## config.mk

```make
export PLATFORM = sky130hd
export DESIGN_NAME = amc_misc_regs
export DESIGN_NICKNAME = d
export VERILOG_FILES = /design/src/amc_pkg.sv /design/src/amc_misc_regs.sv
export VERILOG_INCLUDE_DIRS = /design/src
export SDC_FILE = /design/constraint.sdc
export NUM_CORES = 1
export LEC_CHECK = 0
export ABC_AREA = 0
export BUFFER_PORTS_ARGS = -buffer_cell sky130_fd_sc_hd__buf_2
export CAP_MARGIN = 30
export CORE_MARGIN = 3
export CORE_UTILIZATION = 60
export CTS_BUF_LIST = sky130_fd_sc_hd__clkbuf_8
export CTS_CLUSTER_DIAMETER = 30
export CTS_CLUSTER_SIZE = 16
export DETAILED_ROUTE_END_ITERATION = 6
export PLACE_DENSITY = 0.83
export RECOVER_POWER = 100
export SKIP_LAST_GASP = 1
export SYNTH_ARGS = -nofsm -noshare
export SYNTH_HDL_FRONTEND = slang
export SYNTH_SLANG_ARGS = --single-unit
export TNS_END_PERCENT = 50
```

## constraint.sdc

```tcl
create_clock -name core_clk -period 6.45 [get_ports core_clk]
set_input_delay 0.3225 -clock core_clk [delete_from_list [all_inputs] [get_ports core_clk]]
set_output_delay 0.3225 -clock core_clk [all_outputs]
set_load 0.01 [all_outputs]
```

## src/amc_defs.svh

```systemverilog
// Offsets, field positions, reset values and zero-run counts for the control bank
`ifndef AMC_DEFS_SVH
`define AMC_DEFS_SVH

// ******************************************************
// Register offsets
// ******************************************************
`define AMC_OFS_MUTE_CTRL      8'h50
`define AMC_OFS_ZERO_RUN_TIME  8'h51
`define AMC_OFS_LOOP_BW        8'h53
`define AMC_OFS_ANALOG_GAIN    8'h54
`define AMC_OFS_BIQUAD_WR      8'h5C
`define AMC_OFS_MODULATOR      8'h5D
`define AMC_OFS_PIN_DIR        8'h60
`define AMC_OFS_PIN_FUNC       8'h61
`define AMC_OFS_BYPASS         8'h66
`define AMC_OFS_MUTE_STATE     8'h69

// ******************************************************
// Reset values
// ******************************************************
`define AMC_RST_MUTE_CTRL      3'h7
`define AMC_RST_ZERO_RUN_LEN   3'h0
`define AMC_RST_LOOP_BW        2'h0
`define AMC_RST_ANALOG_GAIN    5'h00
`define AMC_RST_MODULATOR      8'hF8
`define AMC_RST_PIN_FUNC       5'h00
`define AMC_RST_BYPASS         4'h0

// ******************************************************
// Field positions
// ******************************************************
`define AMC_MUTE_EN_LEFT       0
`define AMC_MUTE_EN_RIGHT      1
`define AMC_MUTE_JOINT         2
`define AMC_LEFT_LEN_LSB       4
`define AMC_RIGHT_LEN_LSB      0
`define AMC_LOOP_BW_LSB        5
`define AMC_BYP_EQ             0
`define AMC_BYP_DRC            1
`define AMC_BYP_FIR            2
`define AMC_BYP_UNIQUE_COEF    3

// ******************************************************
// Zero-run lengths at the reference sample rate
// ******************************************************
`define AMC_FS_KHZ             96
`define AMC_ZR_T0_US           11500
`define AMC_ZR_T1_US           53000
`define AMC_ZR_T2_US           106500
`define AMC_ZR_T3_US           266500
`define AMC_ZR_T4_US           535000
`define AMC_ZR_T5_US           1065000
`define AMC_ZR_T6_US           2665000
`define AMC_ZR_T7_US           5330000
`define AMC_ZR_CNT(t)          (20'((t) * `AMC_FS_KHZ / 1000))

`endif

```

## src/amc_pkg.sv

```systemverilog
// Types shared by the control bank
package amc_pkg;

  // Modulator clock, dither and element matching
  typedef struct packed {
    logic       clk_sel;
    logic [1:0] dither_en;
    logic [2:0] dither_level;
    logic [1:0] element_matching_sel;
  } amc_mod_ctrl_s;

  // Processing chain switches
  typedef struct packed {
    logic unique_coef;
    logic bypass_fir;
    logic bypass_drc;
    logic bypass_eq;
  } amc_dsp_ctrl_s;

  // Flag pin functions
  typedef enum logic [4:0] {
    AMC_PIN_LOW        = 5'h00,
    AMC_PIN_MUTE_BOTH  = 5'h03,
    AMC_PIN_MUTE_LEFT  = 5'h04,
    AMC_PIN_MUTE_RIGHT = 5'h05,
    AMC_PIN_CLK_BAD    = 5'h06,
    AMC_PIN_FAULT      = 5'h0B
  } amc_pin_func_e;

endpackage : amc_pkg
```

## src/amc_misc_regs.sv

```systemverilog
// Miscellaneous amplifier control registers, auto-mute timing and flag pin
`include "amc_defs.svh"
`timescale 1ns/100ps
`default_nettype none

module amc_misc_regs #(
  parameter int unsigned             SAMPLE_W = 24,
  parameter logic [7:0][19:0]        ZR_CNT   = {`AMC_ZR_CNT(`AMC_ZR_T7_US),
                                                 `AMC_ZR_CNT(`AMC_ZR_T6_US),
                                                 `AMC_ZR_CNT(`AMC_ZR_T5_US),
                                                 `AMC_ZR_CNT(`AMC_ZR_T4_US),
                                                 `AMC_ZR_CNT(`AMC_ZR_T3_US),
                                                 `AMC_ZR_CNT(`AMC_ZR_T2_US),
                                                 `AMC_ZR_CNT(`AMC_ZR_T1_US),
                                                 `AMC_ZR_CNT(`AMC_ZR_T0_US)}
) (
  // Clock, reset, enable
  input  wire logic                  core_clk,
  input  wire logic                  reset,
  input  wire logic                  core_ce,
  // Register port from the serial control front end
  input  wire logic                  reg_wr,
  input  wire logic                  reg_rd,
  input  wire logic [7:0]            reg_addr,
  input  wire logic [7:0]            reg_wdata,
  output var  logic [7:0]            reg_rdata,
  // Audio samples
  input  wire logic                  sample_valid,
  input  wire logic [SAMPLE_W-1:0]   left_sample,
  input  wire logic [SAMPLE_W-1:0]   right_sample,
  // Device status feeding the flag pin
  input  wire logic                  clk_invalid,
  input  wire logic                  fault_out_n,
  // Flag pin
  input  wire logic                  flag_pin_in,
  output var  logic                  flag_pin_out,
  output var  logic                  flag_pin_oe,
  output var  logic                  flag_pin_level,
  // Controls to the analog and processing blocks
  output var  logic [1:0]            loop_bandwidth_sel,
  output var  logic [4:0]            output_attenuation,
  output var  logic                  first_coefficient_flag,
  output var  amc_pkg::amc_mod_ctrl_s mod_ctrl,
  output var  amc_pkg::amc_dsp_ctrl_s dsp_ctrl,
  output var  logic                  left_muted_status,
  output var  logic                  right_muted_status
);

  // ******************************************************
  // Helpers
  // ******************************************************
  // One table serves both channels, so both decode identically
  function automatic logic [19:0] zr_limit(input logic [2:0] code);
    zr_limit = ZR_CNT[code];
  endfunction : zr_limit

  function automatic logic wr_hit(input logic [7:0] ofs);
    wr_hit = reg_wr && (reg_addr == ofs);
  endfunction : wr_hit

  // Count saturates at the limit so a long silence cannot wrap back to unmuted
  function automatic logic [19:0] zr_next(input logic [19:0] cnt,
                                          input logic [2:0]  code,
                                          input logic        zero);
    if (!zero) begin
      zr_next = 20'h00000;
    end else if (cnt >= zr_limit(code)) begin
      zr_next = cnt;
    end else begin
      zr_next = cnt + 20'h00001;
    end
  endfunction : zr_next

  // ******************************************************
  // Register file
  // ******************************************************
  logic [2:0]             mute_ctrl_q, mute_ctrl_d;
  logic [2:0]             left_zero_run_len_q, left_zero_run_len_d;
  logic [2:0]             right_zero_run_len_q, right_zero_run_len_d;
  logic [1:0]             loop_bw_q, loop_bw_d;
  logic [4:0]             gain_q, gain_d;
  logic                   first_coef_q, first_coef_d;
  amc_pkg::amc_mod_ctrl_s mod_q, mod_d;
  logic                   pin_oe_q, pin_oe_d;
  logic [4:0]             pin_func_q, pin_func_d;
  amc_pkg::amc_dsp_ctrl_s bypass_q, bypass_d;
  logic [7:0]             rdata_q, rdata_d;
  logic                   left_mute_q, right_mute_q;

  always_comb begin
    mute_ctrl_d          = mute_ctrl_q;
    left_zero_run_len_d  = left_zero_run_len_q;
    right_zero_run_len_d = right_zero_run_len_q;
    loop_bw_d            = loop_bw_q;
    gain_d               = gain_q;
    first_coef_d         = first_coef_q;
    mod_d                = mod_q;
    pin_oe_d             = pin_oe_q;
    pin_func_d           = pin_func_q;
    bypass_d             = bypass_q;
    rdata_d              = rdata_q;
    if (wr_hit(`AMC_OFS_MUTE_CTRL)) begin
      mute_ctrl_d = reg_wdata[2:0];
    end
    if (wr_hit(`AMC_OFS_ZERO_RUN_TIME)) begin
      left_zero_run_len_d  = reg_wdata[`AMC_LEFT_LEN_LSB +: 3];
      right_zero_run_len_d = reg_wdata[`AMC_RIGHT_LEN_LSB +: 3];
    end
    if (wr_hit(`AMC_OFS_LOOP_BW)) begin
      loop_bw_d = reg_wdata[`AMC_LOOP_BW_LSB +: 2];
    end
    if (wr_hit(`AMC_OFS_ANALOG_GAIN)) begin
      gain_d = reg_wdata[4:0];
    end
    if (wr_hit(`AMC_OFS_BIQUAD_WR)) begin
      first_coef_d = reg_wdata[0];
    end
    if (wr_hit(`AMC_OFS_MODULATOR)) begin
      mod_d = amc_pkg::amc_mod_ctrl_s'(reg_wdata);
    end
    if (wr_hit(`AMC_OFS_PIN_DIR)) begin
      pin_oe_d = reg_wdata[0];
    end
    if (wr_hit(`AMC_OFS_PIN_FUNC)) begin
      pin_func_d = reg_wdata[4:0];
    end
    if (wr_hit(`AMC_OFS_BYPASS)) begin
      bypass_d = amc_pkg::amc_dsp_ctrl_s'(reg_wdata[3:0]);
    end
    // Reserved bits read back as zero; unmapped offsets read zero
    if (reg_rd) begin
      case (reg_addr)
        `AMC_OFS_MUTE_CTRL:     rdata_d = {5'h00, mute_ctrl_q};
        `AMC_OFS_ZERO_RUN_TIME: rdata_d = {1'b0, left_zero_run_len_q,
                                           1'b0, right_zero_run_len_q};
        `AMC_OFS_LOOP_BW:       rdata_d = {1'b0, loop_bw_q, 5'h00};
        `AMC_OFS_ANALOG_GAIN:   rdata_d = {3'h0, gain_q};
        `AMC_OFS_BIQUAD_WR:     rdata_d = {7'h00, first_coef_q};
        `AMC_OFS_MODULATOR:     rdata_d = mod_q;
        `AMC_OFS_PIN_DIR:       rdata_d = {7'h00, pin_oe_q};
        `AMC_OFS_PIN_FUNC:      rdata_d = {3'h0, pin_func_q};
        `AMC_OFS_BYPASS:        rdata_d = {4'h0, bypass_q};
        `AMC_OFS_MUTE_STATE:    rdata_d = {6'h00, right_mute_q, left_mute_q};
        default:                rdata_d = 8'h00;
      endcase
    end
  end

  always_ff @(posedge core_clk) begin
    if (reset) begin
      mute_ctrl_q          <= `AMC_RST_MUTE_CTRL;
      left_zero_run_len_q  <= `AMC_RST_ZERO_RUN_LEN;
      right_zero_run_len_q <= `AMC_RST_ZERO_RUN_LEN;
      loop_bw_q            <= `AMC_RST_LOOP_BW;
      gain_q               <= `AMC_RST_ANALOG_GAIN;
      first_coef_q         <= 1'b0;
      mod_q                <= `AMC_RST_MODULATOR;
      pin_oe_q             <= 1'b0;
      pin_func_q           <= `AMC_RST_PIN_FUNC;
      bypass_q             <= `AMC_RST_BYPASS;
      rdata_q              <= 8'h00;
    end else if (core_ce) begin
      mute_ctrl_q          <= mute_ctrl_d;
      left_zero_run_len_q  <= left_zero_run_len_d;
      right_zero_run_len_q <= right_zero_run_len_d;
      loop_bw_q            <= loop_bw_d;
      gain_q               <= gain_d;
      first_coef_q         <= first_coef_d;
      mod_q                <= mod_d;
      pin_oe_q             <= pin_oe_d;
      pin_func_q           <= pin_func_d;
      bypass_q             <= bypass_d;
      rdata_q              <= rdata_d;
    end
  end

  // ******************************************************
  // Zero-run counters and auto-mute
  // ******************************************************
  logic [19:0] left_cnt_q, left_cnt_d;
  logic [19:0] right_cnt_q, right_cnt_d;
  logic        left_mute_d, right_mute_d;
  logic        left_ready, right_ready;

  always_comb begin
    left_cnt_d  = left_cnt_q;
    right_cnt_d = right_cnt_q;
    if (sample_valid) begin
      left_cnt_d  = zr_next(left_cnt_q, left_zero_run_len_q, left_sample == '0);
      right_cnt_d = zr_next(right_cnt_q, right_zero_run_len_q, right_sample == '0);
    end
    left_ready  = mute_ctrl_q[`AMC_MUTE_EN_LEFT] &&
                  (left_cnt_d >= zr_limit(left_zero_run_len_q));
    right_ready = mute_ctrl_q[`AMC_MUTE_EN_RIGHT] &&
                  (right_cnt_d >= zr_limit(right_zero_run_len_q));
    if (mute_ctrl_q[`AMC_MUTE_JOINT]) begin
      left_mute_d  = left_ready && right_ready;
      right_mute_d = left_ready && right_ready;
    end else begin
      left_mute_d  = left_ready;
      right_mute_d = right_ready;
    end
  end

  always_ff @(posedge core_clk) begin
    if (reset) begin
      left_cnt_q   <= 20'h00000;
      right_cnt_q  <= 20'h00000;
      left_mute_q  <= 1'b0;
      right_mute_q <= 1'b0;
    end else if (core_ce) begin
      left_cnt_q   <= left_cnt_d;
      right_cnt_q  <= right_cnt_d;
      left_mute_q  <= left_mute_d;
      right_mute_q <= right_mute_d;
    end
  end

  // ******************************************************
  // Flag pin
  // ******************************************************
  // Pin input is asynchronous: two flops before anything reads it
  logic pin_meta_q, pin_sync_q;
  logic pin_out_q, pin_out_d;

  always_comb begin
    case (pin_func_q)
      amc_pkg::AMC_PIN_LOW:        pin_out_d = 1'b0;
      amc_pkg::AMC_PIN_MUTE_BOTH:  pin_out_d = left_mute_q && right_mute_q;
      amc_pkg::AMC_PIN_MUTE_LEFT:  pin_out_d = left_mute_q;
      amc_pkg::AMC_PIN_MUTE_RIGHT: pin_out_d = right_mute_q;
      amc_pkg::AMC_PIN_CLK_BAD:    pin_out_d = clk_invalid;
      amc_pkg::AMC_PIN_FAULT:      pin_out_d = fault_out_n;
      // Reserved codes hold the pin low
      default:                     pin_out_d = 1'b0;
    endcase
  end

  always_ff @(posedge core_clk) begin
    if (reset) begin
      pin_meta_q <= 1'b0;
      pin_sync_q <= 1'b0;
      pin_out_q  <= 1'b0;
    end else if (core_ce) begin
      pin_meta_q <= flag_pin_in;
      pin_sync_q <= pin_meta_q;
      pin_out_q  <= pin_out_d;
    end
  end

  // ******************************************************
  // Outputs
  // ******************************************************
  // drive only when enabled
  assign flag_pin_oe            = pin_oe_q;
  assign flag_pin_out           = pin_out_q;
  assign flag_pin_level         = pin_sync_q;
  assign reg_rdata              = rdata_q;
  assign loop_bandwidth_sel     = loop_bw_q;
  assign output_attenuation     = gain_q;
  assign first_coefficient_flag = first_coef_q;
  assign mod_ctrl               = mod_q;
  assign dsp_ctrl               = bypass_q;
  assign left_muted_status      = left_mute_q;
  assign right_muted_status     = right_mute_q;

endmodule : amc_misc_regs

`default_nettype wire

```

Word level (Yosys, flattened, before mapping)
Memory sizes are Yosys's and may differ from the RTL's. A register that Yosys moved wholly into a read port is not among the register bits.
Cells that the tools add are included.

cells by class
  mux-type cells = 16
  magnitude comparators = 6
  add/subtract/negate cells = 2
  equal/unequal tests = 15
  reduce and logical (&&, ||, !) cells = 25

operator list
  operator                                                    count
  2-to-1 mux 20 bit                                           8
  == test 8 x 7 -> 1 bit, second input constant               10
  >= comparator 20 bit                                        4
  case mux 8 bit (10 select lines)                            1
  zero test 24 bit                                            2
  adder 20 x 1 -> 20 bit, second input constant               2
  AND reduction 2 bit                                         10
  == test 5 x 3 -> 1 bit, second input constant               3
  logical AND 1 bit                                           13
  2-to-1 mux 3 bit                                            4
  less-than comparator 3 x 4 -> 1 bit, second input constant  2
  == test 5 x 2 -> 1 bit, second input constant               1
  == test 5 x 4 -> 1 bit, second input constant               1
  case mux 1 bit (5 select lines)                             1
  2-to-1 mux 1 bit                                            2

word-level totals
  memory bits (read-only) = 320
  memories = 2
  output and inout port bits = 33
  register bits after elaboration = 88

memories
  name              words  width  rd ports  clocked after Yosys merged registers in  wr ports  line                 source
  (name not given)  8      20     1         1                                        0         amc_misc_regs.sv:54  zr_limit = ZR_CNT[code];
  (name not given)  8      20     1         1                                        0         amc_misc_regs.sv:54

Longest topological paths before layout
  depth after elaboration = 10
  depth in mapped cells = 22

Worst setup path before layout
Ideal clock, no wire load.

  kind = reg2reg
  from = reg left_cnt_q[18]
  to = reg left_mute_q (netlist: left_muted_status)
  data required time = 6.391 ns
  cell stages (with the launch flop) = 20
  clock period less this slack = 4.623 ns
  library setup time = 0.059 ns
  slack = 1.827 ns
  arrival = 4.563 ns
  cells stage by stage = dfxtp_1 -> ha_1 -> a211oi_1 -> o211ai_1 -> a211o_1 -> or3_4 -> or3_4 -> or2_4 -> nor3_4 -> xnor2_1 -> nor2_1 -> ha_1 -> nand3_1 -> or4_1 -> nor4_1 -> nand2_1 -> a221oi_1 -> nor3_1 -> o31ai_1 -> a22o_1

on the way
  cells in the longest elaborated chain, start to end = 8
  elaborated cells on any way between the ends = 9
  classes of those cells = add/sub (1); order compare (2); mux (4); reduce/logical (2)

ends and longest elaborated chain
  item                      line                  source
  start, declared           amc_misc_regs.sv:180  logic [19:0] left_cnt_q, left_cnt_d;
  start signal, assigned    amc_misc_regs.sv:212  left_cnt_q <= left_cnt_d;
  >= comparator 20 bit (*)  amc_misc_regs.sv:67   end else if (cnt >= zr_limit(code)) begin
  2-to-1 mux 20 bit (*)     amc_misc_regs.sv:67
  2-to-1 mux 20 bit (*)     amc_misc_regs.sv:65   if (!zero) begin
  2-to-1 mux 20 bit (*)     amc_misc_regs.sv:188  if (sample_valid) begin
  via left_cnt_d[16]        amc_misc_regs.sv:180
  >= comparator 20 bit (*)  amc_misc_regs.sv:193  (left_cnt_d >= zr_limit(left_zero_run_len_q));
  logical AND 1 bit (*)     amc_misc_regs.sv:192  left_ready = mute_ctrl_q[`AMC_MUTE_EN_LEFT] &&
  logical AND 1 bit         amc_misc_regs.sv:197  left_mute_d = left_ready && right_ready;
  2-to-1 mux 1 bit (*)      amc_misc_regs.sv:196  if (mute_ctrl_q[`AMC_MUTE_JOINT]) begin
  end signal, assigned      amc_misc_regs.sv:214  left_mute_q <= left_mute_d;
  end, declared             amc_misc_regs.sv:88   logic left_mute_q, right_mute_q;

The timed path passes the listed nets; every way through them passes the cells marked *.
A chain may end at the register's enable or synchronous reset.

Worst setup path in the final report
  from = reg left_cnt_q[11]
  to = reg left_mute_q (netlist: left_muted_status)

on the way
  cells in the longest elaborated chain, start to end = 8
  elaborated cells on any way between the ends = 9
  classes of those cells = add/sub (1); order compare (2); mux (4); reduce/logical (2)

ends and longest elaborated chain
  item                                                                   line
  adder 20 x 1 -> 20 bit / >= comparator 20 bit (equally long branches)  amc_misc_regs.sv:70, amc_misc_regs.sv:67
  2-to-1 mux 20 bit (*)                                                  amc_misc_regs.sv:67
  2-to-1 mux 20 bit (*)                                                  amc_misc_regs.sv:65
  2-to-1 mux 20 bit (*)                                                  amc_misc_regs.sv:188
  via left_cnt_d[16]                                                     amc_misc_regs.sv:180
  >= comparator 20 bit (*)                                               amc_misc_regs.sv:193
  logical AND 1 bit (*)                                                  amc_misc_regs.sv:192
  logical AND 1 bit                                                      amc_misc_regs.sv:197
  2-to-1 mux 1 bit (*)                                                   amc_misc_regs.sv:196

Marks and branches as above.

==> results.md <==
- CP top delay family: simple AND/OR/NAND/NOR gates
- Worst path arrival time: around 6 ns
- Layout area overhead: 13.2%
- Num rows: 39
- Top Ports: roughly 110
- Ant diodes: 0
- Reg2reg start: left_cnt_q[11]
- Critical Path Fanout Max: 7
- Vias in the first global route: between 6000 and 7000
- Post-layout util: 70.4%
- DR WL/cell: ~16 um
- Cells after synthesis: 893
- Commonest non-fill, non-tap cell in the layout: nor2_1
- Compound-Gate Fraction of Synth Area: 16.0%
- Run status: finished with violations
- Synth Area in XOR/XNOR: around 3.8%
- Final period util: 84.9%
- Count of state elements after synthesis: between 100 and 150
- Max Cap Viol: 2
- Post-route cell area: 8180 um2
- Reg clk slew, reported paths: about 0.080 ns
- Max-slew violations: 52
- Synth Area in Adders: about an eighth
- Die footprint: around 13000 um2
- Post-synthesis mux area share: 6.15%
- Initial antenna violation count: 0
- HP Start: reg_wdata[7]
- Final min period: 5.48 ns
- Clock skew: about 0.014 ns
- DRT Pass-1 Iters: 5
- Most frequent cells in the layout: nor2_1, dfxtp_1, ha_1
- Syn_area_per_cell: 8.09 um2
- RSZ-0062 raised after global routing: no
- Post-route ant nets: 0
- Syn Nets: 1040
- Achievable frequency: 183 MHz
- Post_cts resized: 0
- Slew at the pin closest to its max-slew limit: approximately 2 ns
- Hold_buf cts: 0
- Post-place instance area: between 7000 and 8000 um2
- CP Buf/Inv Count: 0
- Synth warn: 0
- Async SR Flop Fraction: 0%
- Number of H-tree levels: 4
- Static leakage: 3.31 nW
- CTS Root Cell: clkbuf_8
- Post-Synth Simple-Gate Area: between 20% and 30%
- Via count: about 7000
- TritonCTS clock tree: yes
- First-pass GRT wire length: around 30 mm
- Worst Setup End Kind: register
- CTS Sinks: around 120
- Dominant synthesized flop cell: dfxtp_1
- Largest net degree at the start of global routing: 61
- Netlist Area Pre-Place: just over 7000 um2
- Slew HR: -37.1%
- Failing checks: max-capacitance violations, max-slew violations
- EDFF count, synth: 0
- Main combinational cell family by area after synthesis: simple AND/OR/NAND/NOR gates
- DRT iter0 DRCs: 495
- Final nets: 1131
- Worst-Skew Late Latency: 0.45 ns
- Peak supply drop: between 0.00015 and 0.0002 V
- Share of layout cells above drive strength 1: 11.9%
- Worst path cell trace: ha_1 -> a41oi_1 -> o21ai_0 -> a211o_1 -> or3_1 -> or3_1 -> or2_0 -> nor3_1 -> xnor2_1 -> nor2_1 -> ha_1 -> nand3_1 -> or4_1 -> nor4_1 -> nand2_1 -> a221oi_1 -> nor3_1 -> o31ai_1 -> a22o_1
- Worst Setup SP: left_cnt_q[11]
- CORE AREA: 11600 um2
- Drt drc: 0
- Delay of the slowest critical-path stage: ~0.53 ns
- Final hold vios: 0
- Total congestion overflow: 0
- Hold Crit Class: in2reg
- # Post-CTS Setup Buffers: 0
- CP Data Required Time: 6.84 ns
- Initial Util: ~62%
- Sum Neg Setup Slack: 0 ns
- Power Density: between 150 and 200 nW/um2
- Setup CP Type: reg2reg
- PortBufs: 105
- Netlist cell types: 66
- Vias per cell: between 6 and 7
- Fill cells: between 900 and 1000
- CTS Buf Count: 17
- Sequential area share after synthesis: around a third
- Post-DP HPWL: ~13 mm
- CTS max path bufs: 2
- Worst setup SP type: register
- Endpoints failing setup: 0
- Die X: about 120 um
- Post-Route WL: 18.5 mm
- Die Y: ~120 um
- GR Util All Layers: 28.4%
- GP Congestion: a little over 0.9
- Slowest cell on the critical path: or4_1
## kinds of logic after synthesis
family | after synthesis
simple gates | 351
compound gates | 176
flops | 118
buf+inv | 99
fa+ha+maj | 74
mux | 44
xor+xnor | 31
## synthesized netlist by cell type, drive strengths merged (3+ instances only)
cell     instances  area (um2)
or3              7        53.8
a222oi           3        30.0
nor4            25         163
nand3           26         130
nor2b            3        21.3
xnor2           21         184
o21ai           35         175
a221oi           6        52.6
a211oi          11        82.6
clkbuf          32         120
a32o             9        90.1
o211ai           7        52.6
o32ai            4        35.0
xor2            10        87.6
nand2           59         221
a41oi            3        26.3
o21a             6        45.0
dfxtp          118        2360
or2              4        27.5
a22oi            6        45.0
nor2           142         538
ha              74         926
mux2i           41         410
and3             7        43.8
buf              8        35.0
nand4           19         119
a2111oi          3        26.3
inv             59         221
a21o             9        67.6
a21oi           53         265
nor3            41         221
a31oi            6        37.5
mux2             3        33.8
## worst paths after layout
check                 endpoint  slack, ns  cells after the start
min reg2reg       reg_rdata[7]       0.47                      2
max          left_muted_status       0.97                     19
min                mod_ctrl[7]       0.09                      3
max reg2reg  left_muted_status       0.97                     19
## worst register-to-register path: cells and delay by family, from the launching register on
family / cells / cell delay (ns)
and+or+nand+nor: 10 / 2.87
AOI/OAI and AO/OA: 6 / 1.33
adders and majority gates: 2 / 0.59
DFF: 1 / 0.47
xor gates and xnor gates: 1 / 0.17
## layer usage
layer,part of all wire (%),global-route usage (%)
met5,0,0
met3,8.5,5.43
met2,45,45.6
met1,44,38.3
met4,2.0,10.1
## metrics by stage
stage               hold slack, ns  power, mW  setup slack, ns  std cells
global placement             0.448      0.841             1.54       1108
global route                 0.123       1.62            0.693       1140
CTS                         0.0769       1.58             1.38       1140
detailed placement           0.453      0.842             1.40       1108
floorplan                    0.451      0.799             1.83        893
finish                      0.0922       1.57            0.971       1140
## cell type report
class                   count  area, um2  share of cell area [%]
flip-flops and latches    118       2360                    28.9
inverters                  59        221                    2.71
clock inverters            14        186                    2.28
repair buffers            112        529                    6.47
well taps                 143        179                    2.19
clock buffers              18        248                    3.03
multi-input cells         676       4450                    54.4
## power by group
| part | switching, mW | total (mW) | internal, mW |
|---|---|---|---|
| Combinational | 0.0605 | 0.0922 | 0.0317 |
| Sequential | 0.00264 | 0.734 | 0.731 |
| Clock | 0.344 | 0.747 | 0.403 |
Note: power is estimated with default switching activity, not from simulation.
